--- src/verilog/ccp_cfg.svh ---
// Purpose: register offsets, field positions, reset values and mode codes
// Assumes: 12-bit register address, 8-bit register data
// Notes  : definitions only
`ifndef CCP_CFG_SVH
`define CCP_CFG_SVH

// ****************************************************************
// register offsets
// ****************************************************************
`define ADDR_ASD_CTRL    12'hfbe
`define ADDR_UNIT_CTRL   12'hfba
`define ADDR_CMP_LO      12'hfbb
`define ADDR_CMP_HI      12'hfbc
`define ADDR_TB_SEL      12'hfb0
`define ADDR_EVT_STATUS  12'hfb1
`define ADDR_RESTART     12'hfb2

// ****************************************************************
// reset values
// ****************************************************************
`define RST_BYTE         8'h00
`define RST_WORD         16'h0000
`define RST_NIB          4'h0

// ****************************************************************
// auto-shutdown control fields
// ****************************************************************
`define ASD_FLAG_BIT     7
`define ASD_SRC_HI       6
`define ASD_SRC_LO       4
`define PSS_AC_HI        3
`define PSS_AC_LO        2
`define PSS_BD_HI        1
`define PSS_BD_LO        0
`define PSS_TRI_BIT      1
`define PSS_LVL_BIT      0

// ****************************************************************
// event status fields
// ****************************************************************
`define EVT_FLAG_BIT     0
`define EVT_IRQEN_BIT    1

// ****************************************************************
// unit mode select codes and capture prescaler limits
// ****************************************************************
`define MODE_OFF         4'h0
`define MODE_TOGGLE      4'h2
`define MODE_CAP_FALL    4'h4
`define MODE_CAP_RISE    4'h5
`define MODE_CAP_RISE4   4'h6
`define MODE_CAP_RISE16  4'h7
`define MODE_CMP_HIGH    4'h8
`define MODE_CMP_LOW     4'h9
`define MODE_CMP_FLAG    4'ha
`define MODE_CMP_TRIG    4'hb
`define PRESC_LIM_1      4'h0
`define PRESC_LIM_4      4'h3
`define PRESC_LIM_16     4'hf

`endif

--- src/verilog/ccp_pkg.sv ---
// Purpose: shared types of the capture/compare unit
// Assumes: constants live in ccp_cfg.svh
// Notes  : types only
package ccp_pkg;
  typedef logic [7:0]  byte_t;
  typedef logic [15:0] word_t;
  typedef logic [3:0]  mode_t;
  typedef enum logic [1:0] {
    PWM_RUN,
    PWM_SHUT,
    PWM_WAIT_PERIOD
  } pwm_state_t;
endpackage

--- src/verilog/sync2.sv ---
// Purpose: two-flop synchroniser for inputs from outside mclk
// Assumes: synchronous active-low reset
// Notes  : first stage is read by the second stage only
`timescale 1ns/10ps
module sync2 #(
  parameter int WIDTH = 1
) (
  input  wire logic             mclk,
  input  wire logic             rst_n,
  input  wire logic [WIDTH-1:0] async_in,
  output logic      [WIDTH-1:0] sync_out
);
  logic [WIDTH-1:0] meta_q;

  // two stages to let metastability settle
  always_ff @(posedge mclk) begin
    if (!rst_n) begin
      meta_q   <= '0;
      sync_out <= '0;
    end else begin
      meta_q   <= async_in;
      sync_out <= meta_q;
    end
  end
endmodule

--- src/verilog/capture_compare_autoshutdown.sv ---
// Purpose: capture/compare unit with compare trigger and pwm auto-shutdown
// Assumes: pins, comparators and fault pin are asynchronous to mclk;
//          timebases, port latch and pwm levels come from mclk logic
// Notes  : pwm pin outputs are forced combinationally from the shutdown
//          condition so the force does not wait for a register stage
//
// The implementer's own choice: the address-and-strobe port.
`timescale 1ns/10ps
`include "ccp_cfg.svh"

module capture_compare_autoshutdown (
  input  wire logic        mclk,
  input  wire logic        rst_n,
  input  wire logic [11:0] reg_addr,
  input  wire logic [7:0]  reg_wdata,
  input  wire logic        reg_wr,
  input  wire logic        reg_rd,
  output logic      [7:0]  reg_rdata,
  input  wire logic        capture_pin,
  input  wire logic [15:0] timebase_a,
  input  wire logic [15:0] timebase_b,
  input  wire logic        port_latch,
  input  wire logic        adc_enabled,
  input  wire logic        comparator_one_out,
  input  wire logic        comparator_two_out,
  input  wire logic        fault_input_pin,
  input  wire logic        pwm_in_a,
  input  wire logic        pwm_in_b,
  input  wire logic        pwm_in_c,
  input  wire logic        pwm_in_d,
  input  wire logic [3:0]  pwm_pin_en,
  input  wire logic        pwm_period_start,
  output logic             compare_output_pin,
  output logic             timebase_a_reset,
  output logic             timebase_b_reset,
  output logic             adc_start,
  output logic             unit_event_irq,
  output logic             pwm_out_a,
  output logic             pwm_out_b,
  output logic             pwm_out_c,
  output logic             pwm_out_d,
  output logic             pwm_oe_n_a,
  output logic             pwm_oe_n_b,
  output logic             pwm_oe_n_c,
  output logic             pwm_oe_n_d
);

  // ****************************************************************
  // declarations
  // ****************************************************************
  logic [3:0]             sync_v;
  logic                   cap_s;
  logic                   cmp1_s;
  logic                   cmp2_s;
  logic                   flt_s;
  ccp_pkg::byte_t         unit_ctrl_q;
  ccp_pkg::mode_t         unit_mode_select;
  ccp_pkg::word_t         compare_value_pair;
  logic                   tb_sel_q;
  logic                   unit_event_flag;
  logic                   unit_event_irq_enable;
  logic                   auto_restart_q;
  logic                   shutdown_active_flag;
  logic [2:0]             shutdown_source_select;
  logic [1:0]             pair_ac_shutdown_state;
  logic [1:0]             pair_bd_shutdown_state;
  logic                   wr_unit;
  logic                   wr_lo;
  logic                   wr_hi;
  logic                   wr_tb;
  logic                   wr_evt;
  logic                   wr_rst;
  logic                   wr_asd;
  logic                   is_capture;
  logic                   is_compare;
  logic                   pin_drive;
  ccp_pkg::word_t         tb_cur;
  logic                   match_now;
  logic                   match_q;
  logic                   match_pulse;
  logic                   trig;
  logic                   cmp_latch_q;
  logic                   cmp_latch_d;
  logic                   cap_prev_q;
  logic                   edge_hit;
  logic [3:0]             presc_cnt_q;
  logic [3:0]             presc_lim;
  logic                   capture_evt;
  logic                   shut_cond;
  logic                   forced;
  ccp_pkg::pwm_state_t    pwm_state_q;
  logic [3:0]             pwm_v;
  logic [3:0]             pin_lvl;
  logic [3:0]             pin_oe_n;
  ccp_pkg::byte_t         rd_mux;

  // ****************************************************************
  // input synchronisers
  // ****************************************************************
  sync2 #(.WIDTH(4)) u_sync (
    .mclk     (mclk),
    .rst_n    (rst_n),
    .async_in ({capture_pin, comparator_two_out, comparator_one_out, fault_input_pin}),
    .sync_out (sync_v)
  );
  assign cap_s  = sync_v[3];
  assign cmp2_s = sync_v[2];
  assign cmp1_s = sync_v[1];
  assign flt_s  = sync_v[0];

  // ****************************************************************
  // register decode
  // ****************************************************************
  assign wr_unit = reg_wr && (reg_addr == `ADDR_UNIT_CTRL);
  assign wr_lo   = reg_wr && (reg_addr == `ADDR_CMP_LO);
  assign wr_hi   = reg_wr && (reg_addr == `ADDR_CMP_HI);
  assign wr_tb   = reg_wr && (reg_addr == `ADDR_TB_SEL);
  assign wr_evt  = reg_wr && (reg_addr == `ADDR_EVT_STATUS);
  assign wr_rst  = reg_wr && (reg_addr == `ADDR_RESTART);
  assign wr_asd  = reg_wr && (reg_addr == `ADDR_ASD_CTRL);

  // plain control registers
  always_ff @(posedge mclk) begin
    if (!rst_n) begin
      unit_ctrl_q           <= `RST_BYTE;
      tb_sel_q              <= 1'b0;
      unit_event_irq_enable <= 1'b0;
      auto_restart_q        <= 1'b0;
    end else begin
      if (wr_unit) begin
        unit_ctrl_q <= reg_wdata;
      end
      if (wr_tb) begin
        tb_sel_q <= reg_wdata[0];
      end
      if (wr_evt) begin
        unit_event_irq_enable <= reg_wdata[`EVT_IRQEN_BIT];
      end
      if (wr_rst) begin
        auto_restart_q <= reg_wdata[0];
      end
    end
  end

  // ****************************************************************
  // mode decode and timebase selection
  // ****************************************************************
  assign unit_mode_select = unit_ctrl_q[3:0];
  assign is_capture = (unit_mode_select[3:2] == 2'b01);
  assign is_compare = (unit_mode_select[3:2] == 2'b10) || (unit_mode_select == `MODE_TOGGLE);
  assign pin_drive  = (unit_mode_select == `MODE_CMP_HIGH) ||
                      (unit_mode_select == `MODE_CMP_LOW)  ||
                      (unit_mode_select == `MODE_TOGGLE);
  assign tb_cur     = tb_sel_q ? timebase_b : timebase_a;

  // ****************************************************************
  // compare
  // ****************************************************************
  // only the first cycle of equality acts, so a stalled timer fires once
  assign match_now   = is_compare && (tb_cur == compare_value_pair);
  assign match_pulse = match_now && !match_q;
  assign trig        = match_pulse && (unit_mode_select == `MODE_CMP_TRIG);

  always_ff @(posedge mclk) begin
    if (!rst_n) begin
      match_q <= 1'b0;
    end else begin
      match_q <= match_now;
    end
  end

  // next value of the compare output latch
  always_comb begin
    cmp_latch_d = cmp_latch_q;
    if (wr_unit && (reg_wdata == `RST_BYTE)) begin
      cmp_latch_d = 1'b0;
    end else if (match_pulse) begin
      case (unit_mode_select)
        `MODE_CMP_HIGH: cmp_latch_d = 1'b1;
        `MODE_CMP_LOW:  cmp_latch_d = 1'b0;
        `MODE_TOGGLE:   cmp_latch_d = !cmp_latch_q;
        default:        cmp_latch_d = cmp_latch_q;
      endcase
    end
  end

  // latch and pin register; the pin follows the port latch when not driven
  always_ff @(posedge mclk) begin
    if (!rst_n) begin
      cmp_latch_q        <= 1'b0;
      compare_output_pin <= 1'b0;
    end else begin
      cmp_latch_q        <= cmp_latch_d;
      compare_output_pin <= pin_drive ? cmp_latch_d : port_latch;
    end
  end

  // trigger pulses to the timers and the converter
  always_ff @(posedge mclk) begin
    if (!rst_n) begin
      timebase_a_reset <= 1'b0;
      timebase_b_reset <= 1'b0;
      adc_start        <= 1'b0;
    end else begin
      timebase_a_reset <= trig && !tb_sel_q;
      timebase_b_reset <= trig && tb_sel_q;
      adc_start        <= trig && adc_enabled;
    end
  end

  // ****************************************************************
  // capture with prescaler
  // ****************************************************************
  always_comb begin
    case (unit_mode_select)
      `MODE_CAP_RISE4:  presc_lim = `PRESC_LIM_4;
      `MODE_CAP_RISE16: presc_lim = `PRESC_LIM_16;
      default:          presc_lim = `PRESC_LIM_1;
    endcase
  end

  assign edge_hit = (unit_mode_select == `MODE_CAP_FALL) ? (cap_prev_q && !cap_s)
                                                         : (!cap_prev_q && cap_s);
  // a count left above a lowered limit fires on the next edge
  assign capture_evt = is_capture && edge_hit && (presc_cnt_q >= presc_lim);

  always_ff @(posedge mclk) begin
    if (!rst_n) begin
      cap_prev_q  <= 1'b0;
      presc_cnt_q <= `RST_NIB;
    end else begin
      cap_prev_q <= cap_s;
      if (!is_capture) begin
        presc_cnt_q <= `RST_NIB;
      end else if (capture_evt) begin
        presc_cnt_q <= `RST_NIB;
      end else if (edge_hit) begin
        presc_cnt_q <= presc_cnt_q + 4'h1;
      end
    end
  end

  // value pair: a capture wins over a software write in the same cycle
  always_ff @(posedge mclk) begin
    if (!rst_n) begin
      compare_value_pair <= `RST_WORD;
    end else if (capture_evt) begin
      compare_value_pair <= tb_cur;
    end else if (wr_lo) begin
      compare_value_pair[7:0] <= reg_wdata;
    end else if (wr_hi) begin
      compare_value_pair[15:8] <= reg_wdata;
    end
  end

  // event flag: hardware set wins over a software clear
  always_ff @(posedge mclk) begin
    if (!rst_n) begin
      unit_event_flag <= 1'b0;
      unit_event_irq  <= 1'b0;
    end else begin
      if (match_pulse || capture_evt) begin
        unit_event_flag <= 1'b1;
      end else if (wr_evt) begin
        unit_event_flag <= reg_wdata[`EVT_FLAG_BIT];
      end
      unit_event_irq <= unit_event_flag && unit_event_irq_enable;
    end
  end

  // ****************************************************************
  // auto-shutdown
  // ****************************************************************
  // fault pin is active low; each source bit adds one input
  assign shut_cond = |(shutdown_source_select & {!flt_s, cmp2_s, cmp1_s});

  always_ff @(posedge mclk) begin
    if (!rst_n) begin
      shutdown_active_flag   <= 1'b0;
      shutdown_source_select <= 3'h0;
      pair_ac_shutdown_state <= 2'h0;
      pair_bd_shutdown_state <= 2'h0;
    end else begin
      if (wr_asd) begin
        shutdown_source_select <= reg_wdata[`ASD_SRC_HI:`ASD_SRC_LO];
        pair_ac_shutdown_state <= reg_wdata[`PSS_AC_HI:`PSS_AC_LO];
        pair_bd_shutdown_state <= reg_wdata[`PSS_BD_HI:`PSS_BD_LO];
      end
      if (shut_cond) begin
        shutdown_active_flag <= 1'b1;
      end else if (auto_restart_q) begin
        shutdown_active_flag <= 1'b0;
      end else if (wr_asd) begin
        shutdown_active_flag <= reg_wdata[`ASD_FLAG_BIT];
      end
    end
  end

  // output state: restart waits for the flag to clear, then a period start
  always_ff @(posedge mclk) begin
    if (!rst_n) begin
      pwm_state_q <= ccp_pkg::PWM_RUN;
    end else begin
      case (pwm_state_q)
        ccp_pkg::PWM_RUN: begin
          if (shut_cond || shutdown_active_flag) begin
            pwm_state_q <= ccp_pkg::PWM_SHUT;
          end
        end
        ccp_pkg::PWM_SHUT: begin
          if (!shut_cond && !shutdown_active_flag) begin
            pwm_state_q <= ccp_pkg::PWM_WAIT_PERIOD;
          end
        end
        ccp_pkg::PWM_WAIT_PERIOD: begin
          if (shut_cond || shutdown_active_flag) begin
            pwm_state_q <= ccp_pkg::PWM_SHUT;
          end else if (pwm_period_start) begin
            pwm_state_q <= ccp_pkg::PWM_RUN;
          end
        end
        default: pwm_state_q <= ccp_pkg::PWM_SHUT;
      endcase
    end
  end

  // force is taken straight from the condition, or from the state register when it is not in run
  assign forced = shut_cond || (pwm_state_q != ccp_pkg::PWM_RUN);
  assign pwm_v  = {pwm_in_d, pwm_in_c, pwm_in_b, pwm_in_a};

  // pins 0 and 2 are the A/C pair, 1 and 3 the B/D pair
  always_comb begin
    for (int i = 0; i < 4; i++) begin
      if (!pwm_pin_en[i]) begin
        pin_lvl[i]  = 1'b0;
        pin_oe_n[i] = 1'b1;
      end else if (!forced) begin
        pin_lvl[i]  = pwm_v[i];
        pin_oe_n[i] = 1'b0;
      end else if (i % 2 == 0) begin
        pin_lvl[i]  = pair_ac_shutdown_state[`PSS_LVL_BIT];
        pin_oe_n[i] = pair_ac_shutdown_state[`PSS_TRI_BIT];
      end else begin
        pin_lvl[i]  = pair_bd_shutdown_state[`PSS_LVL_BIT];
        pin_oe_n[i] = pair_bd_shutdown_state[`PSS_TRI_BIT];
      end
    end
  end

  assign pwm_out_a  = pin_lvl[0];
  assign pwm_out_b  = pin_lvl[1];
  assign pwm_out_c  = pin_lvl[2];
  assign pwm_out_d  = pin_lvl[3];
  assign pwm_oe_n_a = pin_oe_n[0];
  assign pwm_oe_n_b = pin_oe_n[1];
  assign pwm_oe_n_c = pin_oe_n[2];
  assign pwm_oe_n_d = pin_oe_n[3];

  // ****************************************************************
  // register read, data one cycle after the strobe only
  // ****************************************************************
  always_comb begin
    case (reg_addr)
      `ADDR_UNIT_CTRL:  rd_mux = unit_ctrl_q;
      `ADDR_CMP_LO:     rd_mux = compare_value_pair[7:0];
      `ADDR_CMP_HI:     rd_mux = compare_value_pair[15:8];
      `ADDR_TB_SEL:     rd_mux = {7'h00, tb_sel_q};
      `ADDR_EVT_STATUS: rd_mux = {6'h00, unit_event_irq_enable, unit_event_flag};
      `ADDR_RESTART:    rd_mux = {7'h00, auto_restart_q};
      `ADDR_ASD_CTRL:   rd_mux = {shutdown_active_flag, shutdown_source_select,
                                  pair_ac_shutdown_state, pair_bd_shutdown_state};
      default:          rd_mux = `RST_BYTE;
    endcase
  end

  always_ff @(posedge mclk) begin
    if (!rst_n) begin
      reg_rdata <= `RST_BYTE;
    end else begin
      reg_rdata <= reg_rd ? rd_mux : `RST_BYTE;
    end
  end
endmodule

--- config.mk ---
export PLATFORM = sky130hd
export DESIGN_NAME = capture_compare_autoshutdown
export DESIGN_NICKNAME = d
export VERILOG_FILES = /design/src/verilog/ccp_pkg.sv /design/src/verilog/sync2.sv /design/src/verilog/capture_compare_autoshutdown.sv
export VERILOG_INCLUDE_DIRS = /design/src /design/src/verilog
export SDC_FILE = /design/constraint.sdc
export NUM_CORES = 1
export LEC_CHECK = 0
export ABC_AREA = 1
export BUFFER_PORTS_ARGS = -buffer_cell sky130_fd_sc_hd__buf_2
export CORE_AREA = 2 2 92 94
export DETAILED_ROUTE_END_ITERATION = 12
export DIE_AREA = 0 0 94 96
export PLACE_DENSITY_LB_ADDON = 0.1
export SYNTH_ARGS = -nofsm -noshare
export SYNTH_HDL_FRONTEND = slang
export SYNTH_SLANG_ARGS = --single-unit
--- constraint.sdc ---
create_clock -name mclk -period 2.05 [get_ports mclk]
set_input_delay 0.41 -clock mclk [delete_from_list [all_inputs] [get_ports mclk]]
set_output_delay 0.41 -clock mclk [all_outputs]
set_load 0.02 [all_outputs]
# Yosys cells after proc, flatten, opt, wreduce, memory -nomap -nowiden
# Index checks and enable logic that the tools add are counted.
[word_totals]
out_inout_bits = 21
word_cells = 134
inputBits = 71
regBits = 66
[classes]
n_addsub = 1
n_eq_ne = 23
reduce_logical = 46
mux = 36
order_cmp = 1
n_bitwise = 3
[op_table]
columns = ["operator", "count"]
rows = [
  ["12-bit == test, second input constant", 7],
  ["8-bit case mux with 7 select lines", 1],
  ["16-bit two-way mux", 2],
  ["8-bit two-way mux", 3],
  ["1-bit two-way mux", 23],
  ["1-bit logical AND", 20],
  ["16-bit == test", 1],
  ["4-bit by 3-bit == test with 1-bit output, second input constant", 3],
  ["4-bit == test, second input constant", 3],
  ["1-bit logical NOT", 8],
  ["8-bit logical NOT", 1],
  ["2-bit two-way mux", 4],
  ["4-bit case mux with 2 select lines", 1],
  ["2-bit nonzero test", 4],
  ["1-bit logical OR", 6],
  ["2-bit case mux with 3 select lines", 1],
  ["3-bit OR reduction", 2],
  ["4-bit by 1-bit adder with 4-bit output, second input constant", 1],
  ["2-bit by 1-bit == test with 1-bit output, second input constant", 2],
  ["2-bit == test, second input constant", 2],
  ["4-bit by 2-bit == test with 1-bit output, second input constant", 1],
  ["4-bit >= comparator", 1],
  ["2-bit != test, second input constant", 2],
  ["2-bit AND reduction", 2],
  ["other kinds (8)", 9],
]

# Logic depth before layout (Yosys ltp)
[depth]
depth_word = 7
mapped_depth = 16
ltp_nobuf = 15

# Cells and area by module
# Synthesis repeated with hierarchy kept, for this count alone.
[unflattened]
cells_unflattened = 583
area_unflattened_um2 = 3751.1
[by_module_without_submodules]
columns = ["module", "area_each_um2", "n_inst", "cells_each", "seq_area_each_um2"]
rows = [
  ["capture_compare_autoshutdown", 3525.9, 1, 558, 1161.1],
  ["sync2", 225.2, 1, 25, 160.2],
]

# Least setup slack after synthesis
# No wires, ideal clock.
[synth_timing]
kind = "reg2reg"
startpoint = "register unit_ctrl_q[2]"
endpoint = "register compare_value_pair[13]"
setup_time_ps = 110
stages_incl_launch_ff = 17
n_path_buf = 1
required_ps = 1940
t_arrival_ps = 1899
slack_ps = 41
period_less_slack_ps = 2009
path_cell_list = "dfxtp_1 inv_2 nor2_4 inv_2 nor2_1 inv_1 ha_1 a21oi_1 o211ai_1 nand2_1 nor2_8 buf_6 nor2_1 nand2_1 nand3_1 nand2_1 inv_1"
[synth_between]
elab_chain_len = 6
word_cells_on_any_way = 13
cone_classes = "1 x order compare; 5 x eq/ne; 3 x mux; 4 x reduce/logical"
[synth_lines]
columns = ["element", "line_no", "source"]
rows = [
  ["start, declared", "capture_compare_autoshutdown.sv:56", "ccp_pkg::byte_t unit_ctrl_q;"],
  ["start signal, assigned", "capture_compare_autoshutdown.sv:125", "unit_ctrl_q <= `RST_BYTE;"],
  ["start signal, assigned", "capture_compare_autoshutdown.sv:131", "unit_ctrl_q <= reg_wdata;"],
  ["4-bit by 3-bit == test with 1-bit output (on tied branches)", "n/a", ""],
  ["4-bit case mux with 2 select lines / 1-bit two-way mux (equally long branches)", "capture_compare_autoshutdown.sv:215, capture_compare_autoshutdown.sv:222", ""],
  ["4-bit >= comparator / 1-bit logical AND (equally long branches)", "capture_compare_autoshutdown.sv:225", "assign capture_evt = is_capture && edge_hit && (presc_cnt_q >= presc_lim);"],
  ["1-bit logical AND *", "capture_compare_autoshutdown.sv:225", ""],
  ["2-bit by 1-bit != test with 1-bit output (no source line) / 2-bit nonzero test (equally long branches)", "n/a", ""],
  ["2-bit AND reduction (no source line)", "n/a", ""],
  ["end signal, assigned", "capture_compare_autoshutdown.sv:246", "compare_value_pair <= `RST_WORD;"],
  ["end signal, assigned", "capture_compare_autoshutdown.sv:248", "compare_value_pair <= tb_cur;"],
  ["end signal, assigned", "capture_compare_autoshutdown.sv:252", "compare_value_pair[15:8] <= reg_wdata;"],
  ["end, declared", "capture_compare_autoshutdown.sv:58", "ccp_pkg::word_t compare_value_pair;"],
]
# Mark *: on every way between the ends. The rest lies on a longest branch, timed or not.
# A chain may end at the register's enable or synchronous reset.

# Final worst setup path
[layout_timing]
startpoint = "register unit_ctrl_q[3]"
endpoint = "register compare_value_pair[11]"
# The elaborated chain is that of the path after synthesis.

==> results.txt <==
----------------------------------------------------
[Outcome]
  Run status ... complete, but fails checks
  Violated checks ... negative setup slack

[Placement]
  Placed wire-length estimate ... 9100 µm
  Placed cell area ... 4630 µm²
  Worst-case setup slack after placement ... -0.189 ns
  Final estimated routing congestion in global placement ... 0.947
  Count of input and output buffers ... 91

[Final layout]
  Final Net Count ... 811
  Most common cell after layout, fill and taps aside ... sky130_fd_sc_hd__nand2_1
  Register cell area after layout ... 1330 µm²
  Non-Filler Cell Area, Final ... 5150 µm²
  Commonest cells after routing, fill and taps aside ... sky130_fd_sc_hd__nand2_1 (165), sky130_fd_sc_hd__inv_1 (89), sky130_fd_sc_hd__buf_2 (89)
  Fraction of final layout cells sized beyond drive strength 1 ... 31.4%
  Core utilization of the finished layout ... 64.0%
  Area overhead of the layout relative to synthesis ... 33.6%
  Fill cell count ... 776
  Diode insertion count for antenna repair ... 0
  Area occupied by multi-input gates ... 2340 µm²

[Synth]
  Post-synthesis cell area ... 3860 µm²
  Number of distinct standard cells referenced by the synthesized netlist ... 37
  Register bit count reported by yosys ... 66
  Sequential share of the synthesized area ... 34.2%
  Yosys synthesis warning count ... 0
  Syn Area/Cell ... 6.34 µm²
  Post-synthesis instance total ... 609
  Post-synthesis net count ... 685

[Critical path]
  Worst Setup Path Type ... flop to flop
  Category of the worst setup path capture point ... flop
  Setup crit start kind ... flop
  Maximum fanout count along the critical path ... 8
  Delay of the slowest cell on the worst path ... 0.36 ns
  Cell with the biggest individual delay on the critical path ... sky130_fd_sc_hd__dfxtp_4
  Worst path bufs/invs ... 4
  Worst path most repeated cell ... sky130_fd_sc_hd__nor2_4
  Endpoint arrival time on the critical path ... 2.40 ns
  Kind of cell with the highest combined delay on the critical path ... simple AND/OR/NAND/NOR gates
  Data required time at the worst endpoint ... 2.36 ns
  Cell chain of the critical path ... nor2_4 -> inv_2 -> nor2_4 -> buf_4 -> ha_1 -> nand4_1 -> o211ai_1 -> nand2_2 -> nor2_8 -> buf_6 -> nor2_4 -> nand2_1 -> nand3_2 -> nand2_1 -> inv_1

[Drt]
  Drt total wl ... 12000 µm
  Antenna violation net count after detailed routing ... 0
  Average routed wire per standard cell ... 14.1 µm
  Via Count ... 4451
  Number of violations reported at the end of detailed-routing iteration 0 ... 271
  Number of iterations in the first detailed-routing pass ... 5
  Per-cell via count in the routed design ... 5.27
  Final routed DRC violation total ... 0

[Min path]
  Worst hold path type ... input pin to flop

[Clocking]
  Clock transition at the register clock pins on the worst setup and hold paths after CTS ... 0.08 ns
  Maximum level of the CTS H-tree ... 3
  Clk sink count ... 66
  Number of buffers inserted during clock tree synthesis ... 9
  CTS Buffer Depth ... 2
  Clk_lat worst skew ... 0.36 ns
  CTS Root Cell ... sky130_fd_sc_hd__clkbuf_8
  CTS tree ... yes

[Floorplanning]
  Overall die area ... 9020 µm²
  Floorplan Core Area ... 8050 µm²
  Count of standard-cell rows ... 33
  Die span in y ... 96 µm
  Horizontal die dimension ... 94 µm
  I/O pin count ... 92
  Starting density of the core ... 47.9%

[Global route]
  Antenna violations before repair ... 0
  Total overflow reported by the global router ... 0
  Pin count of the biggest net entering global routing ... 23
  Vias in the first global route ... 4147
  Total Routing Usage GR ... 27.2%
  Global-route wire length before repair ... 19000 µm

[Timing]
  Post-route worst setup slack ... -0.0347 ns
  Pin slew with the least headroom to its limit ... 0.633 ns
  Post-route minimum period ... 2.08 ns
  Worst Skew ... 0.00698 ns
  Setup repair after global routing missed its margin ... true
  Total count of max-transition violations in the final report ... 0
  Slew HR ... 57.7%
  Max Clock Freq ... 480 MHz
  Final Hold Fails ... 0
  Setup violations, final ... 9
  Post-route fraction of the period consumed by the critical path ... 102%
  Fin Setup TNS ... -0.146 ns

[Flow run]
  Max cap viols ... 0

[Power]
  Leakage component of the power ... 2.61 nW
  Total design power ... 2.61 mW
  VDD IR-drop max ... 348 µV
  Power per cell area ... 507 nW/µm²

----------------------------------------------------
routing by layer:
layer / share of wire [%] / up-vias / GRT usage [%]
met5: 0 / - / 0
met4: 4.0 / 0 / 14.1
met3: 6.5 / 40 / 4.07
met2: 47 / 197 / 45.4
met1: 43 / 2011 / 34.1
li1: - / 2203 / -
worst register-to-register path, stage by stage (launching register included):
cell and delay, ns:
sky130_fd_sc_hd__dfxtp_4 0.36, sky130_fd_sc_hd__nor2_4 0.14, sky130_fd_sc_hd__inv_2 0.07, sky130_fd_sc_hd__nor2_4 0.09
sky130_fd_sc_hd__buf_4 0.11, sky130_fd_sc_hd__ha_1 0.21, sky130_fd_sc_hd__nand4_1 0.09, sky130_fd_sc_hd__o211ai_1 0.11
sky130_fd_sc_hd__nand2_2 0.12, sky130_fd_sc_hd__nor2_8 0.07, sky130_fd_sc_hd__buf_6 0.12, sky130_fd_sc_hd__nor2_4 0.25
sky130_fd_sc_hd__nand2_1 0.12, sky130_fd_sc_hd__nand3_2 0.08, sky130_fd_sc_hd__nand2_1 0.05, sky130_fd_sc_hd__inv_1 0.05
Yosys cell counts, drive strengths merged:
library cell	number	share of area, %
o32ai	1	0.23
a211oi	4	0.78
nor2	63	7.4
a21boi	4	0.78
a21oi	27	3.5
nand3	56	7.5
nor3	4	0.78
clkbuf	5	0.49
inv	95	9.2
clkinv	3	0.29
a2111oi	1	0.23
or2	1	0.16
a31oi	2	0.32
nand2	192	19
o21bai	1	0.19
nor4	8	2.2
xnor2	2	0.45
ha	5	1.6
nand4	17	3.1
o21ai	34	4.4
buf	8	1.5
o22ai	8	1.3
dfxtp	66	34
o211ai	2	0.39
where the power goes:
| part | internal, mW | switching [mW] | total [mW] |
|---|---|---|---|
| clock | 0.459 | 0.605 | 1.06 |
| sequential | 1.29 | 0.00297 | 1.29 |
| combinational | 0.0981 | 0.161 | 0.259 |
| total | 1.85 | 0.769 | 2.61 |
stage by stage:
stage | instances | hold WS, ns
CTS | 844 | 0.219
finish | 845 | 0.220
floorplan | 609 | 0.390
global placement | 823 | 0.394
detailed placement | 823 | 0.400
global route | 845 | 0.245
final timing paths:
path,startpoint,endpoint,slack (ns),depth (start not counted)
max reg2reg,unit_ctrl_q[3],compare_value_pair[11],-0.03,15
max,unit_ctrl_q[3],compare_value_pair[11],-0.03,15
min reg2reg,u_sync.meta_q[1],u_sync.sync_out[1],0.42,2
min,fault_input_pin,u_sync.meta_q[0],0.22,3
area by class of cell:
type	instances	area share, %
multi-input combinational	432	45.5
sequential	66	25.8
inverter	98	7.18
timing repair buffer	128	15.4
clock buffer	9	2.40
clock inverter	7	1.17
tap	105	2.55
sequential cells by signal, indices dropped and copies added (netlist names), 2 cells and up:
signal	flops
pair_bd_shutdown_state	2
compare_value_pair	16
pair_ac_shutdown_state	2
u_sync.sync_out	4
u_sync.meta_q	4
pwm_state_q	2
shutdown_source_select	3
reg_rdata	8
unit_ctrl_q	8
presc_cnt_q	4
cells by family (layout without fill, tap and decap cells):
| logic type | after synthesis | count (layout) | synth area share (%) |
|---|---|---|---|
| compound gates | 84 | 84 | 12.1 |
| fa+ha+maj | 5 | 5 | 1.62 |
| flops | 66 | 66 | 34.2 |
| buf+inv | 111 | 242 | 11.5 |
| simple gates | 341 | 341 | 40.0 |
| xor+xnor | 2 | 2 | 0.454 |
what timing repair did:
| action | CTS | global route |
|---|---|---|
| pin swaps | 19 | 25 |
| endpoints found under the setup margin | 21 | 30 |
| hold buffers | 0 | 0 |
| gates resized for setup | 52 | 39 |
| setup buffers | 5 | 1 |
| cloned | 1 | 0 |
Power figures use the tool's default switching activity.
